$ cat src/design/bei_defines.svh
// Register offsets, field positions and reset values of the bus interface
`ifndef BEI_DEFINES_SVH
`define BEI_DEFINES_SVH

// ==========================================================================
// Register byte offsets
`define BEI_OFF_WIDTH 8'h00
`define BEI_OFF_STATES 8'h04
`define BEI_OFF_WAIT_A 8'h08
`define BEI_OFF_WAIT_B 8'h0C
`define BEI_OFF_BUSCTRL 8'h10
`define BEI_OFF_RDNEG 8'h14
`define BEI_OFF_CSX 8'h18
`define BEI_OFF_STATUS 8'h1C

// ==========================================================================
// Reset values
`define BEI_RST_WIDTH 8'h00
`define BEI_RST_STATES 8'hFF
`define BEI_RST_WAIT 16'h7777
`define BEI_RST_BUSCTRL 1'h0
`define BEI_RST_RDNEG 8'h00
`define BEI_RST_CSX 16'h0000

// ==========================================================================
// Field positions
`define BEI_BIT_PIN_WAIT 0
`define BEI_CSX_LEAD_LSB 8
`define BEI_WAIT_NIBBLE 4
`define BEI_WAIT_AREAS 4

`endif

$ cat src/design/bei_pkg.sv
// Types shared by the basic external bus interface
package bei_pkg;

  // ========================================================================
  // Internal access request
  typedef struct packed {
    logic [2:0] area;
    logic [23:0] addr;
    logic write;
    logic word;
    logic dma;
    logic [15:0] wdata;
  } bei_req_s;

  // ========================================================================
  // Area settings captured at the start of a cycle
  typedef struct packed {
    logic eight_bit;
    logic three_state;
    logic [2:0] waits;
    logic pin_wait;
    logic early_neg;
    logic lead;
    logic trail;
  } bei_cfg_s;

  // ========================================================================
  // Bus states
  typedef enum logic [6:0] {
    ST_IDLE = 7'h01,
    ST_LEAD = 7'h02,
    ST_T1 = 7'h04,
    ST_T2 = 7'h08,
    ST_WAIT = 7'h10,
    ST_T3 = 7'h20,
    ST_TRAIL = 7'h40
  } bei_state_e;

endpackage : bei_pkg

$ cat src/design/bei_sync.sv
// Three-stage synchroniser with agreement filter for the wait pin
`timescale 1ns/1ps

module bei_sync (
  input wire logic clk_i,
  input wire logic rst_i,
  input wire logic pin_i,
  output logic level_o
);

  // ========================================================================
  // Stages
  logic ff1;
  logic ff2;
  logic ff3;
  logic next_level;

  always_comb begin
    next_level = level_o;
    // Only the agreeing later stages may change the level
    if (ff2 == ff3) begin
      next_level = ff3;
    end
  end

  always_ff @(posedge clk_i) begin
    if (rst_i) begin
      ff1 <= 1'h1;
      ff2 <= 1'h1;
      ff3 <= 1'h1;
      level_o <= 1'h1;
    end else begin
      ff1 <= pin_i;
      ff2 <= ff1;
      ff3 <= ff2;
      level_o <= next_level;
    end
  end

endmodule : bei_sync

$ cat src/design/bei_lanes.sv
// Data-bus half selection and byte routing
`timescale 1ns/1ps

module bei_lanes (
  input wire logic eight_bit_i,
  input wire logic word_i,
  input wire logic odd_i,
  input wire logic [15:0] wdata_i,
  input wire logic [15:0] bus_i,
  output logic hi_en_o,
  output logic lo_en_o,
  output logic [15:0] bus_o,
  output logic [15:0] rdata_o
);

  // ========================================================================
  // Half enables
  always_comb begin
    hi_en_o = eight_bit_i | word_i | ~odd_i;
    lo_en_o = ~eight_bit_i & (word_i | odd_i);
  end

  // ========================================================================
  // Routing; a byte travels in the low byte on the internal side
  always_comb begin
    if (word_i && !eight_bit_i) begin
      bus_o = wdata_i;
      rdata_o = bus_i;
    end else if (lo_en_o) begin
      bus_o = {8'h00, wdata_i[7:0]};
      rdata_o = {8'h00, bus_i[7:0]};
    end else begin
      bus_o = {wdata_i[7:0], 8'h00};
      rdata_o = {8'h00, bus_i[15:8]};
    end
  end

endmodule : bei_lanes

$ cat src/design/bei_top.sv
// Basic external bus interface: registers, bus state machine, pins
//
// Our own choices: the address map and register access over Wishbone.
`timescale 1ns/1ps
`include "bei_defines.svh"

module bei_top (
  input wire logic clk_i,
  input wire logic rst_i,
  input wire logic wb_cyc_i,
  input wire logic wb_stb_i,
  input wire logic wb_we_i,
  input wire logic [7:0] wb_adr_i,
  input wire logic [3:0] wb_sel_i,
  input wire logic [31:0] wb_dat_i,
  output logic [31:0] wb_dat_o,
  output logic wb_ack_o,
  input wire logic req_valid_i,
  input wire bei_pkg::bei_req_s req_i,
  output logic req_ready_o,
  output logic done_o,
  output logic [15:0] rdata_o,
  output logic [7:0] cs_n_o,
  output logic [23:0] addr_o,
  output logic address_strobe_n_o,
  output logic read_strobe_n_o,
  output logic high_byte_write_strobe_n_o,
  output logic low_byte_write_strobe_n_o,
  output logic dma_acknowledge_n_o,
  output logic [15:0] data_o,
  output logic [1:0] data_oe_o,
  input wire logic [15:0] data_i,
  input wire logic wait_n_i
);

  // ========================================================================
  // Register file
  logic [7:0] width_reg;
  logic [7:0] states_reg;
  logic [15:0] wait_count_reg_a;
  logic [15:0] wait_count_reg_b;
  logic pin_wait_enable;
  logic [7:0] read_negate_control;
  logic [15:0] select_extension_ctrl;
  logic [7:0] next_width;
  logic [7:0] next_states;
  logic [15:0] next_wait_a;
  logic [15:0] next_wait_b;
  logic next_pin_wait;
  logic [7:0] next_rdneg;
  logic [15:0] next_csx;
  logic [31:0] next_dat;
  logic next_ack;
  logic wb_hit;

  function automatic logic [15:0] apply_sel(input logic [15:0] old,
                                            input logic [31:0] dat,
                                            input logic [3:0] sel);
    logic [15:0] res;
    res = old;
    if (sel[0]) res[7:0] = dat[7:0];
    if (sel[1]) res[15:8] = dat[15:8];
    return res;
  endfunction : apply_sel

  function automatic logic [2:0] wait_of(input logic [2:0] area,
                                         input logic [15:0] reg_a,
                                         input logic [15:0] reg_b);
    logic [15:0] src;
    logic [3:0] nib;
    src = area[2] ? reg_a : reg_b;
    nib = src[area[1:0] * `BEI_WAIT_NIBBLE +: `BEI_WAIT_NIBBLE];
    return nib[2:0];
  endfunction : wait_of

  bei_pkg::bei_state_e state;

  always_comb begin
    wb_hit = wb_cyc_i & wb_stb_i & ~wb_ack_o;
    next_ack = wb_hit;
    next_width = width_reg;
    next_states = states_reg;
    next_wait_a = wait_count_reg_a;
    next_wait_b = wait_count_reg_b;
    next_pin_wait = pin_wait_enable;
    next_rdneg = read_negate_control;
    next_csx = select_extension_ctrl;
    next_dat = 32'h00000000;
    if (wb_hit && wb_we_i) begin
      case (wb_adr_i)
        `BEI_OFF_WIDTH: next_width = wb_sel_i[0] ? wb_dat_i[7:0] : width_reg;
        `BEI_OFF_STATES: next_states =
          wb_sel_i[0] ? wb_dat_i[7:0] : states_reg;
        `BEI_OFF_WAIT_A: next_wait_a =
          apply_sel(wait_count_reg_a, wb_dat_i, wb_sel_i);
        `BEI_OFF_WAIT_B: next_wait_b =
          apply_sel(wait_count_reg_b, wb_dat_i, wb_sel_i);
        `BEI_OFF_BUSCTRL: next_pin_wait = wb_sel_i[0] ?
          wb_dat_i[`BEI_BIT_PIN_WAIT] : pin_wait_enable;
        `BEI_OFF_RDNEG: next_rdneg =
          wb_sel_i[0] ? wb_dat_i[7:0] : read_negate_control;
        `BEI_OFF_CSX: next_csx =
          apply_sel(select_extension_ctrl, wb_dat_i, wb_sel_i);
        default: next_csx = select_extension_ctrl;
      endcase
    end
    if (wb_hit && !wb_we_i) begin
      case (wb_adr_i)
        `BEI_OFF_WIDTH: next_dat = {24'h000000, width_reg};
        `BEI_OFF_STATES: next_dat = {24'h000000, states_reg};
        `BEI_OFF_WAIT_A: next_dat = {16'h0000, wait_count_reg_a};
        `BEI_OFF_WAIT_B: next_dat = {16'h0000, wait_count_reg_b};
        `BEI_OFF_BUSCTRL: next_dat = {31'h00000000, pin_wait_enable};
        `BEI_OFF_RDNEG: next_dat = {24'h000000, read_negate_control};
        `BEI_OFF_CSX: next_dat = {16'h0000, select_extension_ctrl};
        `BEI_OFF_STATUS: next_dat = {24'h000000, state, ~req_ready_o};
        default: next_dat = 32'h00000000;
      endcase
    end
  end

  always_ff @(posedge clk_i) begin
    if (rst_i) begin
      width_reg <= `BEI_RST_WIDTH;
      states_reg <= `BEI_RST_STATES;
      wait_count_reg_a <= `BEI_RST_WAIT;
      wait_count_reg_b <= `BEI_RST_WAIT;
      pin_wait_enable <= `BEI_RST_BUSCTRL;
      read_negate_control <= `BEI_RST_RDNEG;
      select_extension_ctrl <= `BEI_RST_CSX;
      wb_dat_o <= 32'h00000000;
      wb_ack_o <= 1'h0;
    end else begin
      width_reg <= next_width;
      states_reg <= next_states;
      wait_count_reg_a <= next_wait_a;
      wait_count_reg_b <= next_wait_b;
      pin_wait_enable <= next_pin_wait;
      read_negate_control <= next_rdneg;
      select_extension_ctrl <= next_csx;
      wb_dat_o <= next_dat;
      wb_ack_o <= next_ack;
    end
  end

  // ========================================================================
  // Bus state machine; each bus state other than ST_IDLE lasts two clocks, phase 1 is the
  // falling half of the state
  logic wait_level_n;
  bei_pkg::bei_req_s cur;
  bei_pkg::bei_cfg_s cfg;
  bei_pkg::bei_cfg_s snap;
  bei_pkg::bei_state_e next_state;
  bei_pkg::bei_req_s next_cur;
  bei_pkg::bei_cfg_s next_cfg;
  logic phase;
  logic next_phase;
  logic [2:0] cnt;
  logic [2:0] next_cnt;
  logic wait_low;
  logic next_wait_low;
  logic next_done;
  logic [15:0] next_rdata;
  logic hi_en;
  logic lo_en;
  logic [15:0] bus_out;
  logic [15:0] bus_rdata;
  logic two_state;
  logic more_wait;

  bei_sync u_sync (
    .clk_i(clk_i),
    .rst_i(rst_i),
    .pin_i(wait_n_i),
    .level_o(wait_level_n)
  );

  bei_lanes u_lanes (
    .eight_bit_i(next_cfg.eight_bit),
    .word_i(next_cur.word),
    .odd_i(next_cur.addr[0]),
    .wdata_i(next_cur.wdata),
    .bus_i(data_i),
    .hi_en_o(hi_en),
    .lo_en_o(lo_en),
    .bus_o(bus_out),
    .rdata_o(bus_rdata)
  );

  always_comb begin
    snap.eight_bit = width_reg[req_i.area];
    snap.three_state = states_reg[req_i.area];
    snap.waits = states_reg[req_i.area] ?
      wait_of(req_i.area, wait_count_reg_a, wait_count_reg_b) : 3'h0;
    snap.pin_wait = pin_wait_enable;
    snap.early_neg = read_negate_control[req_i.area];
    snap.lead = select_extension_ctrl[`BEI_CSX_LEAD_LSB + req_i.area];
    snap.trail = select_extension_ctrl[req_i.area];
  end

  always_comb begin
    two_state = ~cfg.three_state;
    // Pins are evaluated only once the programmed waits are used up
    more_wait = (cnt != 3'h0) | wait_low;
    next_state = state;
    next_phase = phase;
    next_cnt = cnt;
    next_cur = cur;
    next_cfg = cfg;
    next_wait_low = wait_low;
    next_done = 1'h0;
    next_rdata = rdata_o;
    case (state)
      bei_pkg::ST_IDLE: begin
        next_phase = 1'h0;
        if (req_valid_i) begin
          next_cur = req_i;
          next_cfg = snap;
          next_cnt = snap.waits;
          next_state = snap.lead ? bei_pkg::ST_LEAD : bei_pkg::ST_T1;
        end
      end
      bei_pkg::ST_LEAD: begin
        next_phase = ~phase;
        if (phase) next_state = bei_pkg::ST_T1;
      end
      bei_pkg::ST_T1: begin
        next_phase = ~phase;
        if (phase) next_state = bei_pkg::ST_T2;
      end
      bei_pkg::ST_T2, bei_pkg::ST_WAIT: begin
        next_phase = ~phase;
        if (!phase) begin
          // Sixteen-bit two-state cycles ignore the pin entirely
          next_wait_low = cfg.pin_wait & ~wait_level_n & (cnt == 3'h0) &
            ~(two_state & ~cfg.eight_bit);
        end else if (more_wait) begin
          next_state = bei_pkg::ST_WAIT;
          if (cnt != 3'h0) next_cnt = cnt - 3'h1;
        end else if (cfg.three_state) begin
          next_state = bei_pkg::ST_T3;
        end else begin
          next_rdata = cur.write ? rdata_o : bus_rdata;
          next_state = cfg.trail ? bei_pkg::ST_TRAIL : bei_pkg::ST_IDLE;
          next_done = ~cfg.trail;
        end
      end
      bei_pkg::ST_T3: begin
        next_phase = ~phase;
        next_wait_low = 1'h0;
        if (phase) begin
          next_rdata = cur.write ? rdata_o : bus_rdata;
          next_state = cfg.trail ? bei_pkg::ST_TRAIL : bei_pkg::ST_IDLE;
          next_done = ~cfg.trail;
        end
      end
      bei_pkg::ST_TRAIL: begin
        next_phase = ~phase;
        if (phase) begin
          next_state = bei_pkg::ST_IDLE;
          next_done = 1'h1;
        end
      end
      default: begin
        next_state = bei_pkg::ST_IDLE;
        next_phase = 1'h0;
      end
    endcase
  end

  // ========================================================================
  // Pin values from the coming state, so every pin is a flip-flop
  logic n_active;
  logic n_ext;
  logic n_core;
  logic n_last;
  logic n_rd;
  logic n_wr;

  always_comb begin
    n_active = next_state != bei_pkg::ST_IDLE;
    n_ext = (next_state == bei_pkg::ST_LEAD) |
      (next_state == bei_pkg::ST_TRAIL);
    n_core = n_active & ~n_ext & ~((next_state == bei_pkg::ST_T1) &
      ~next_phase);
    n_last = (next_state == bei_pkg::ST_T3) | (~next_cfg.three_state &
      ((next_state == bei_pkg::ST_T2) | (next_state == bei_pkg::ST_WAIT)) &
      (next_cnt == 3'h0) & ~next_wait_low);
    // Early negation trades read hold for faster bus turnaround
    n_rd = n_core & ~next_cur.write &
      ~(n_last & next_phase & next_cfg.early_neg);
    n_wr = n_core & next_cur.write & ~(n_last & next_phase) &
      ~((next_state == bei_pkg::ST_T1) & next_cfg.three_state);
  end

  always_ff @(posedge clk_i) begin
    if (rst_i) begin
      state <= bei_pkg::ST_IDLE;
      phase <= 1'h0;
      cnt <= 3'h0;
      cur <= '0;
      cfg <= '0;
      wait_low <= 1'h0;
      done_o <= 1'h0;
      rdata_o <= 16'h0000;
      req_ready_o <= 1'h1;
      cs_n_o <= 8'hFF;
      addr_o <= 24'h000000;
      address_strobe_n_o <= 1'h1;
      read_strobe_n_o <= 1'h1;
      high_byte_write_strobe_n_o <= 1'h1;
      low_byte_write_strobe_n_o <= 1'h1;
      dma_acknowledge_n_o <= 1'h1;
      data_o <= 16'h0000;
      data_oe_o <= 2'h0;
    end else begin
      state <= next_state;
      phase <= next_phase;
      cnt <= next_cnt;
      cur <= next_cur;
      cfg <= next_cfg;
      wait_low <= next_wait_low;
      done_o <= next_done;
      rdata_o <= next_rdata;
      req_ready_o <= next_state == bei_pkg::ST_IDLE;
      cs_n_o <= n_active ? ~(8'h01 << next_cur.area) : 8'hFF;
      addr_o <= n_active ? next_cur.addr : addr_o;
      address_strobe_n_o <= ~(n_core | n_ext);
      read_strobe_n_o <= ~n_rd;
      high_byte_write_strobe_n_o <= ~(n_wr & hi_en);
      low_byte_write_strobe_n_o <= ~(n_wr & lo_en);
      // Acknowledge follows the core states only, never the read strobe
      dma_acknowledge_n_o <= ~(n_core & next_cur.dma);
      data_o <= bus_out;
      data_oe_o <= (n_active & next_cur.write) ?
        {hi_en, lo_en} : 2'h0;
    end
  end

  // ========================================================================
  // Checks
  a_rd_not_write: assert property (@(posedge clk_i) disable iff (rst_i)
    !data_oe_o[0] && !data_oe_o[1] |-> high_byte_write_strobe_n_o &&
    low_byte_write_strobe_n_o) else $error("write strobe without data");
  a_eight_bit_lane: assert property (@(posedge clk_i) disable iff (rst_i)
    cfg.eight_bit && state != bei_pkg::ST_IDLE |-> low_byte_write_strobe_n_o
    && !data_oe_o[0]) else $error("low half used in 8-bit space");
  a_ext_quiet: assert property (@(posedge clk_i) disable iff (rst_i)
    (state == bei_pkg::ST_LEAD || state == bei_pkg::ST_TRAIL) |->
    read_strobe_n_o && high_byte_write_strobe_n_o && low_byte_write_strobe_n_o
    && !address_strobe_n_o && cs_n_o != 8'hFF)
    else $error("strobe active in extension");
  a_no_wait_16: assert property (@(posedge clk_i) disable iff (rst_i)
    !cfg.eight_bit && !cfg.three_state |-> state != bei_pkg::ST_WAIT)
    else $error("wait in 16-bit 2-state");
  a_prog_wait_first: assert property (@(posedge clk_i) disable iff (rst_i)
    state == bei_pkg::ST_WAIT && !phase && cnt != 3'h0 |=> wait_low == 1'h0
    ##1 state == bei_pkg::ST_WAIT)
    else $error("pin wait before program waits");
  a_pin_wait_hold: assert property (@(posedge clk_i) disable iff (rst_i)
    state == bei_pkg::ST_WAIT && phase && wait_low |=>
    state == bei_pkg::ST_WAIT [*2]) else $error("pin wait not honoured");
  a_pin_wait_off: assert property (@(posedge clk_i) disable iff (rst_i)
    state == bei_pkg::ST_T2 && phase && cnt == 3'h0 && !cfg.pin_wait &&
    cfg.three_state |=> state == bei_pkg::ST_T3)
    else $error("wait while pin wait disabled");
  a_reset_values: assert property (@(posedge clk_i)
    $past(rst_i) |-> states_reg == 8'hFF && wait_count_reg_a == 16'h7777 &&
    wait_count_reg_b == 16'h7777 && !pin_wait_enable)
    else $error("bad reset configuration");
  a_early_negate: assert property (@(posedge clk_i) disable iff (rst_i)
    state == bei_pkg::ST_T3 && phase && cfg.early_neg |-> read_strobe_n_o)
    else $error("read strobe not negated early");
  a_dma_acknowledge_steady: assert property (@(posedge clk_i) disable iff (rst_i)
    state == bei_pkg::ST_T3 && phase && cur.dma |-> !dma_acknowledge_n_o)
    else $error("acknowledge moved with read strobe");
  a_lead_first: assert property (@(posedge clk_i) disable iff (rst_i)
    state == bei_pkg::ST_LEAD && phase |=> state == bei_pkg::ST_T1 && !phase)
    else $error("lead state not before state one");

endmodule : bei_top

$ cat config.mk
export PLATFORM = sky130hd
export DESIGN_NAME = bei_top
export DESIGN_NICKNAME = d
export VERILOG_FILES = /design/src/design/bei_pkg.sv /design/src/design/bei_sync.sv /design/src/design/bei_lanes.sv /design/src/design/bei_top.sv
export VERILOG_INCLUDE_DIRS = /design/src /design/src/design
export SDC_FILE = /design/constraint.sdc
export NUM_CORES = 1
export LEC_CHECK = 0
export ABC_AREA = 1
export BUFFER_PORTS_ARGS = -buffer_cell sky130_fd_sc_hd__buf_2
export CORE_MARGIN = 2
export CORE_UTILIZATION = 55
export DETAILED_ROUTE_END_ITERATION = 12
export GPL_ROUTABILITY_DRIVEN = 1
export MAX_ROUTING_LAYER = met4
export PLACE_DENSITY = 0.8
export SLEW_MARGIN = 20
export SYNTH_ARGS = -nofsm -noshare
export SYNTH_HDL_FRONTEND = slang
export SYNTH_HIERARCHICAL = 1
export SYNTH_SLANG_ARGS = --single-unit
$ cat constraint.sdc
create_clock -name clk_i -period 6.2 [get_ports clk_i]
set_clock_uncertainty 0.2 [all_clocks]
set_input_delay 1.24 -clock clk_i [delete_from_list [all_inputs] [get_ports clk_i]]
set_output_delay 1.24 -clock clk_i [all_outputs]
set_load 0.02 [all_outputs]
==> Word-level counts from Yosys, hierarchy flattened <==
Cells that the tools add are included.
{ "op_classes": {"add_sub_neg": 2, "n_lt_le_gt_ge": 3, "eq_ne": 27, "n_shift": 2, "mux": 52, "bitwise_logic": 61, "reduce_logical": 27} }
{ "op_table": {"columns": ["operator", "count"], "rows": [
  ["16-bit 2-to-1 mux", 9],
  ["16-bit one-hot mux with 8 select lines", 1],
  ["46-bit 2-to-1 mux", 2],
  ["7-bit 2-to-1 mux", 9],
  ["7-bit one-hot mux with 6 select lines", 1],
  ["8-bit by 5-bit == test with 1-bit output (second input constant)", 4],
  ["16-bit one-hot mux with 2 select lines", 1],
  ["3-bit AND reduction", 10],
  ["1-bit inverter", 27],
  ["1-bit bitwise AND", 25],
  ["3-bit 2-to-1 mux", 6],
  ["9-bit 2-to-1 mux", 2],
  ["8-bit by 4-bit == test with 1-bit output (second input constant)", 2],
  ["16-bit by 5-bit indexed part select with 3-bit output", 1],
  ["7-bit by 1-bit == test with 1-bit output (second input constant)", 2],
  ["7-bit by 2-bit == test with 1-bit output (second input constant)", 2],
  ["7-bit by 3-bit == test with 1-bit output (second input constant)", 2],
  ["7-bit by 4-bit == test with 1-bit output (second input constant)", 2],
  ["7-bit by 5-bit == test with 1-bit output (second input constant)", 2],
  ["7-bit by 6-bit == test with 1-bit output (second input constant)", 2],
  ["7-bit == test (second input constant)", 2],
  ["1-bit binary-select mux with 3-bit select", 4],
  ["1-bit 2-to-1 mux", 12],
  ["8-bit by 3-bit == test with 1-bit output (second input constant)", 1],
  ["other kinds (26)", 43]
]} }
{ "word_totals": {"regBits": 250, "in_bits": 113, "output_inout_bits": 106, "word_cells": 219} }

==> Longest topological paths before layout <==
Gate-level depths: netlist of run 1.
{ "depth": {"depth_word": 18, "mapped_depth": 16, "mapped_depth_nobuf": 15} }

==> Modules after synthesis <==
The synthesis of run 1 kept the hierarchy.
{ "modules_own_cells": {"columns": ["mod", "instances", "cells_each", "area_per_inst_um2", "seq_area_each_um2"], "rows": [
  ["bei_top", 1, 1326, 9598.0, 4524.3],
  ["bei_lanes", 1, 94, 528.0, 0.0],
  ["bei_sync", 1, 15, 128.9, 80.1]
]} }

==> Worst setup path after synthesis of run 1 <==
OpenSTA, ideal clock, no wires.
{ "synth_timing": {"path_type": "input port to flip-flop", "startpoint": "input req_i[43] (netlist bit)", "endpoint": "register rdata_o[4]", "setup_time_ns": 0.116, "arrival_time_ns": 2.941, "t_required_ns": 5.884, "path_slack_ns": 2.943, "path_stages": 15, "n_path_buf": 4, "path_cell_list": "buf_2 > clkbuf_1 > clkbuf_1 > a21oi_1 > o21ai_0 > nand3_1 > nand3_1 > nand2_1 > inv_2 > nand2_4 > buf_6 > nand3_2 > nand2_1 > o21ai_0 > nor2_1"} }
{ "synth_rtl": {"columns": ["element", "line", "text"], "rows": [
  ["start: declaration", "bei_top.sv:19", "input wire bei_pkg::bei_req_s req_i,"],
  ["end signal: assignment", "bei_top.sv:324", "rdata_o <= next_rdata;"],
  ["end: declaration", "bei_top.sv:22", "output logic [15:0] rdata_o,"]
]} }

==> metrics.cfg, run 1 <==
[pwr]
power_mw=3.73
leakage_nw=5.72
power_density_mw_per_mm2=312
ir_worst_vdd_mv=0.229

[placed_design]
postPlaceCellArea_mm2=0.0111
gp_congestion=0.952
port_buffers=184
dp_hpwl_um=18500

[grt]
use_met2_pct=44.1
grt_max_degree=84
grt-ovfl-total=0
met3_usage_pct=4.51
grt_most_used_layer=met2
grt_pass1_wl_um=43200
met1_usage_pct=35.4
first_global_vias=8912
antenna_found_initial=0
grt_use_total_pct=27.3

[finish]
top_register=cur
antenna_cells=0
largest_reg_flops=46
area_growth_pct=16.4
nets=1697
fin_area_mm2=0.0119
reg.largest.list=cur (46), addr_o (24)
fin_util_pct=65.8
fillers=1589
drive_gt1_share_pct=19.1
multi_input_comb_area_mm2=0.00444
regArea_mm2=0.00460

[timing]
rsz0062_at_grt=no
setup_tns_ps=0
fmaxAchievable_mhz=243
post-route-min-period_ps=4120
setup_viol=0
hold_viol_final=0
min_period_over_period_pct=66.4
final-max-slew-violation-count=0
worstMarginPinSlew_ps=1040
relSlewSlack_pct=31.0

[die]
start_util_pct=56.5
num_rows=49
ios=219
die_x_um=141
dieArea_mm2=0.0198
core_area_mm2=0.0181
die_h_um=141

[critical_path]
r2r-start=state[4]
required_ps=6390
worstSetupStartpointType=input pin
criticalPathCategory=in2reg
worstSetupEndpointType=flop
regToRegSetupSlack_ps=2590
rr_endpoint=data_o[13]
crit_start=req_i[43]
critPathMaxFanout=35
cp.arrival_ps=4310
rr_worst_depth=16
crit_end=rdata_o[3]

[yosys]
synth_xor_area_share_pct=0.0854
ys_seq_area_share_pct=44.9
synth.ff_latch_count=230
synth_fa_ha_area_share_pct=0.244
synth_top_family_by_area=simple AND/OR/NAND/NOR gates
synth_mux_area_share_pct=0
syn_area_mm2=0.0103
avgSynthCellArea_um2=7.15
synth.area.top_cells=dfxtp_1 45%, nand2_1 9.2%, nor2_1 8.4%
synth_most_common_cell=nand2_1
synthArstFlopShare_pct=0
yosysTopAreaCell=dfxtp_1
yosysUniqueCellTypes=47
synth_edf_count=0
synthTopCellsByCount=252 x nand2_1, 230 x dfxtp_1, 230 x nor2_1, 204 x inv_1, 106 x o21ai_0
yosys.area_share.simple_pct=26.8
synth_ff_type=dfxtp_1
syn_inst=1435
synth_compound_area_share_pct=15.6
yosysWarnings=6
synth_top_cell_area_share_pct=44.9

[routing]
dr.first_iter.drc_count=962
wl_per_cell_um=14.9
first_pass_iters=7
viasPerCell=5.30
post-route-drc-count=0
drt_wl_total_um=27200
vias=9696
ant_nets=0

[flow_run]
drv_cap=0

[clock_network]
clk_latency_ps=510
cts_resized=0
cts_tree=built
path_clk_slew_ps=60
h-tree-depth=1
cts_buffers=24
cts_hold_buf=0
clock_path_buffers=3
cts_root_buffer=clkbuf_16
cts.sinks=230
post-cts-setup-buffers=0

[min_path]
min_path_type=reg2reg

[run_status]
outcome=finished, final reports clean

## through the flow
stage / hold slack [ps] / std cells / setup slack [ps]
floorplan: 183 / 1450 / 2940
global placement: 195 / 1785 / 1730
detailed placement: 193 / 1785 / 1690
CTS: 211 / 1828 / 2200
global route: 240 / 1828 / 1870
finish: 209 / 1828 / 2080
## final cells by class
class,count,share of cell area (%)
clock inverter,7,0.734
inverter,220,6.93
timing repair buffer,188,7.97
tap,229,2.40
clock buffer,36,6.18
multi-input combinational,918,37.2
sequential,230,38.6
## power breakdown
group | internal, mW | switching (mW) | total, mW
Clock | 0.901 | 0.571 | 1.47
Sequential | 1.57 | 0.0342 | 1.60
Combinational | 0.192 | 0.463 | 0.655
Total | 2.66 | 1.07 | 3.73
## routing by layer
layer | up-vias | share of wire (%)
met2 | 431 | 47
met4 | 0 | 2.5
met5 | - | 0
met3 | 52 | 9.2
met1 | 4402 | 42
li1 | 4811 | -
## cell families (layout without fill, tap and decap cells)
| group | count (synthesis) | in the layout |
|---|---|---|
| other cells | 1 | 16 |
| compound gates | 270 | 270 |
| buf+inv | 302 | 451 |
| simple gates | 629 | 629 |
| flops | 230 | 230 |
| xor+xnor | 1 | 1 |
| fa+ha+maj | 2 | 2 |
## cells in the final DEF, fill, tap and decap left out, drive strengths merged
cell	n
dfxtp	230
a221oi	10
nand4	3
clkbuf	36
o21a	1
bufinv	2
or2	3
a21oi	75
o21ai	126
nor3	11
o211ai	33
nand3	99
nand2	261
nor4	3
o311a	1
a311oi	1
a41oi	1
o22ai	16
o221ai	3
buf	188
o21bai	1
clkinvlp	1
nor2	248
a211oi	1
nand3b	1
inv	217
xor2	1
a22oi	1
clkinv	7
conb	16
ha	2
## critical path, stage by stage
cell      delay, ps
buf_2           500
clkinv_1        700
o21ai_0         410
nand3_1         120
nand3_1         160
nand2_1         110
inv_2           280
nand2_4         300
nand3_1         170
nand2_1          80
o21ai_0         150
nor2_1           50
## worst min path at each step
| stage | startpoint | to | cells past startpoint |
|---|---|---|---|
| finish | u_sync/ff1 | u_sync/ff2 | 1 |
| global route | u_sync/ff1 | u_sync/ff2 | 1 |
| CTS | u_sync/ff1 | u_sync/ff2 | 1 |
| detailed placement | u_sync/ff1 | u_sync/ff2 | 1 |
| global placement | u_sync/ff1 | u_sync/ff2 | 1 |
| floorplan | u_sync/ff1 | u_sync/ff2 | 1 |
(Power assumes the default switching activity.)
==> run 2: changes to the inputs <==
Clock period 6.2 ns to 4.2 ns, I/O delays scaled along.
==> metrics.cfg, run 2 (synthesis gave the netlist of run 1 again) <==
[grt]
grt_pass1_wl_um=43900  ; +1.5%
antenna_found_initial=0  ; unchanged
first_global_vias=8900  ; -0.13%
grt-ovfl-total=0  ; unchanged
grt_max_degree=120  ; +43%
grt_use_total_pct=27.8  ; +0.54 points

[timing]
hold_viol_final=0  ; unchanged
setup_tns_ps=0  ; unchanged
worstMarginPinSlew_ps=652  ; -383 ps
post-route-min-period_ps=2820
fmaxAchievable_mhz=355
rsz0062_at_grt=no
relSlewSlack_pct=56.5  ; +26 points
setup_viol=0  ; unchanged
whs_ps=203  ; -5.90 ps
min_period_over_period_pct=67.1
final-max-slew-violation-count=0  ; unchanged

[routing]
post-route-drc-count=0  ; unchanged
ant_nets=0  ; unchanged
dr.first_iter.drc_count=647  ; -33%
first_pass_iters=5  ; -2
vias=9772  ; +0.78%
wl_per_cell_um=15.1  ; +1.2%
viasPerCell=5.30  ; about the same
drt_wl_total_um=27800  ; +2.0%

[placed_design]
port_buffers=184  ; unchanged
dp_cells=1798  ; +0.73%
gp_congestion=0.966  ; +1.4%
dp_hpwl_um=19000  ; +2.8%

[critical_path]
worstSetupEndpointType=flop
cp.arrival_ps=3070  ; -1240 ps
required_ps=4450  ; -1940 ps
worst_path_max_delay_cell=clkinv_1
crit_buf_inv=5  ; +2
critPathMaxFanout=25  ; -29%
max_stage_delay_ps=300  ; -400 ps
crit_chain=buf_2 > clkinv_1 > o21ai_0 > nand3_1 > nand3_1 > nand2_1 > inv_2 > nand2_4 > inv_2 > nand2_1 > nand2_1 > inv_1 > nor2_1
crit_top_cell=nand2_1
criticalPathCategory=in2reg
worstSetupStartpointType=input pin
crit_family=buffers and inverters

[finish]
reg.largest.list=cur (46), addr_o (24)
largest_reg_flops=46  ; unchanged
area_growth_pct=17.2
antenna_cells=0  ; unchanged
mostFrequentLayoutCell=nand2_1
drive_gt1_share_pct=19.9  ; +0.80 points
layoutNonFillerInstCount=1844  ; +0.88%
mostFrequentLayoutCells=252 x nand2_1, 230 x nor2_1, 230 x dfxtp_1, 203 x inv_1, 184 x buf_2
top_register=cur
nets=1711  ; +0.82%

[clock_network]
h-tree-depth=1  ; unchanged
cts_tree=built
cts_root_buffer=clkbuf_16
clock_path_buffers=3  ; unchanged
clk_latency_ps=520  ; about the same
post-cts-setup-buffers=0  ; unchanged
cts.sinks=230  ; unchanged
cts_resized=0  ; unchanged
path_clk_slew_ps=60  ; about the same
cts_hold_buf=0  ; unchanged
cts_buffers=25  ; +4.2%

[pwr]
power_mw=5.47  ; +47%
leakage_nw=5.79  ; +1.1%
power_density_mw_per_mm2=455  ; +46%
ir_worst_vdd_mv=0.324  ; +42%

[die]
core_area_mm2=0.0181  ; unchanged
start_util_pct=56.5  ; unchanged
die_h_um=141  ; unchanged
ios=219  ; unchanged
num_rows=49  ; unchanged
dieArea_mm2=0.0198  ; unchanged
die_x_um=141  ; unchanged

[run_status]
outcome=finished, final reports clean

[min_path]
min_path_type=reg2reg

[flow_run]
drv_cap=0  ; unchanged

[run 2: cell type report]
cell class              instances  area [µm²]
clock inverters                13         103
flip-flops and latches        230        4600
clock buffers                  33         696
repair buffers                201        1060
multi-input cells             918        4440
well taps                     229         287
inverters                     220         827
fillers                      1580        6130
[run 2: final timing paths]
path / slack, ps / depth (start not counted) / to / start
worst max-delay path: 1380 / 13 / data_o[13] / req_i[43]
worst max register to register: 1430 / 15 / data_o[13] / state[4]
worst min register to register: 200 / 1 / u_sync/ff2 / u_sync/ff1
worst min-delay path: 200 / 1 / u_sync/ff2 / u_sync/ff1
[run 2: metrics by stage]
step / setup slack (ps) / util, % / cell area [µm²]
after floorplan: 1340 / - / 10300
after global placement: 1000 / 61.8 / 11200
after detailed placement: 966 / 61.8 / 11200
after CTS: 1480 / 66.2 / 12000
after global routing: 1140 / 66.2 / 12000
final: 1380 / 66.2 / 12000
[run 2: metal layers]
metal	GRT usage, %	wire (µm)	vias up	share of wire (%)
met3	5.40	2420	70	8.7
li1	-	-	4835	-
met2	43.8	12800	460	46
met1	36.0	11600	4407	42
met4	9.74	931	0	3.4
met5	-	0	-	0
[run 2: power breakdown]
| part | total, mW | switching (mW) | internal (mW) |
|---|---|---|---|
| sequential | 2.37 | 0.0542 | 2.31 |
| combinational | 0.980 | 0.687 | 0.293 |
| clock | 2.13 | 0.893 | 1.23 |
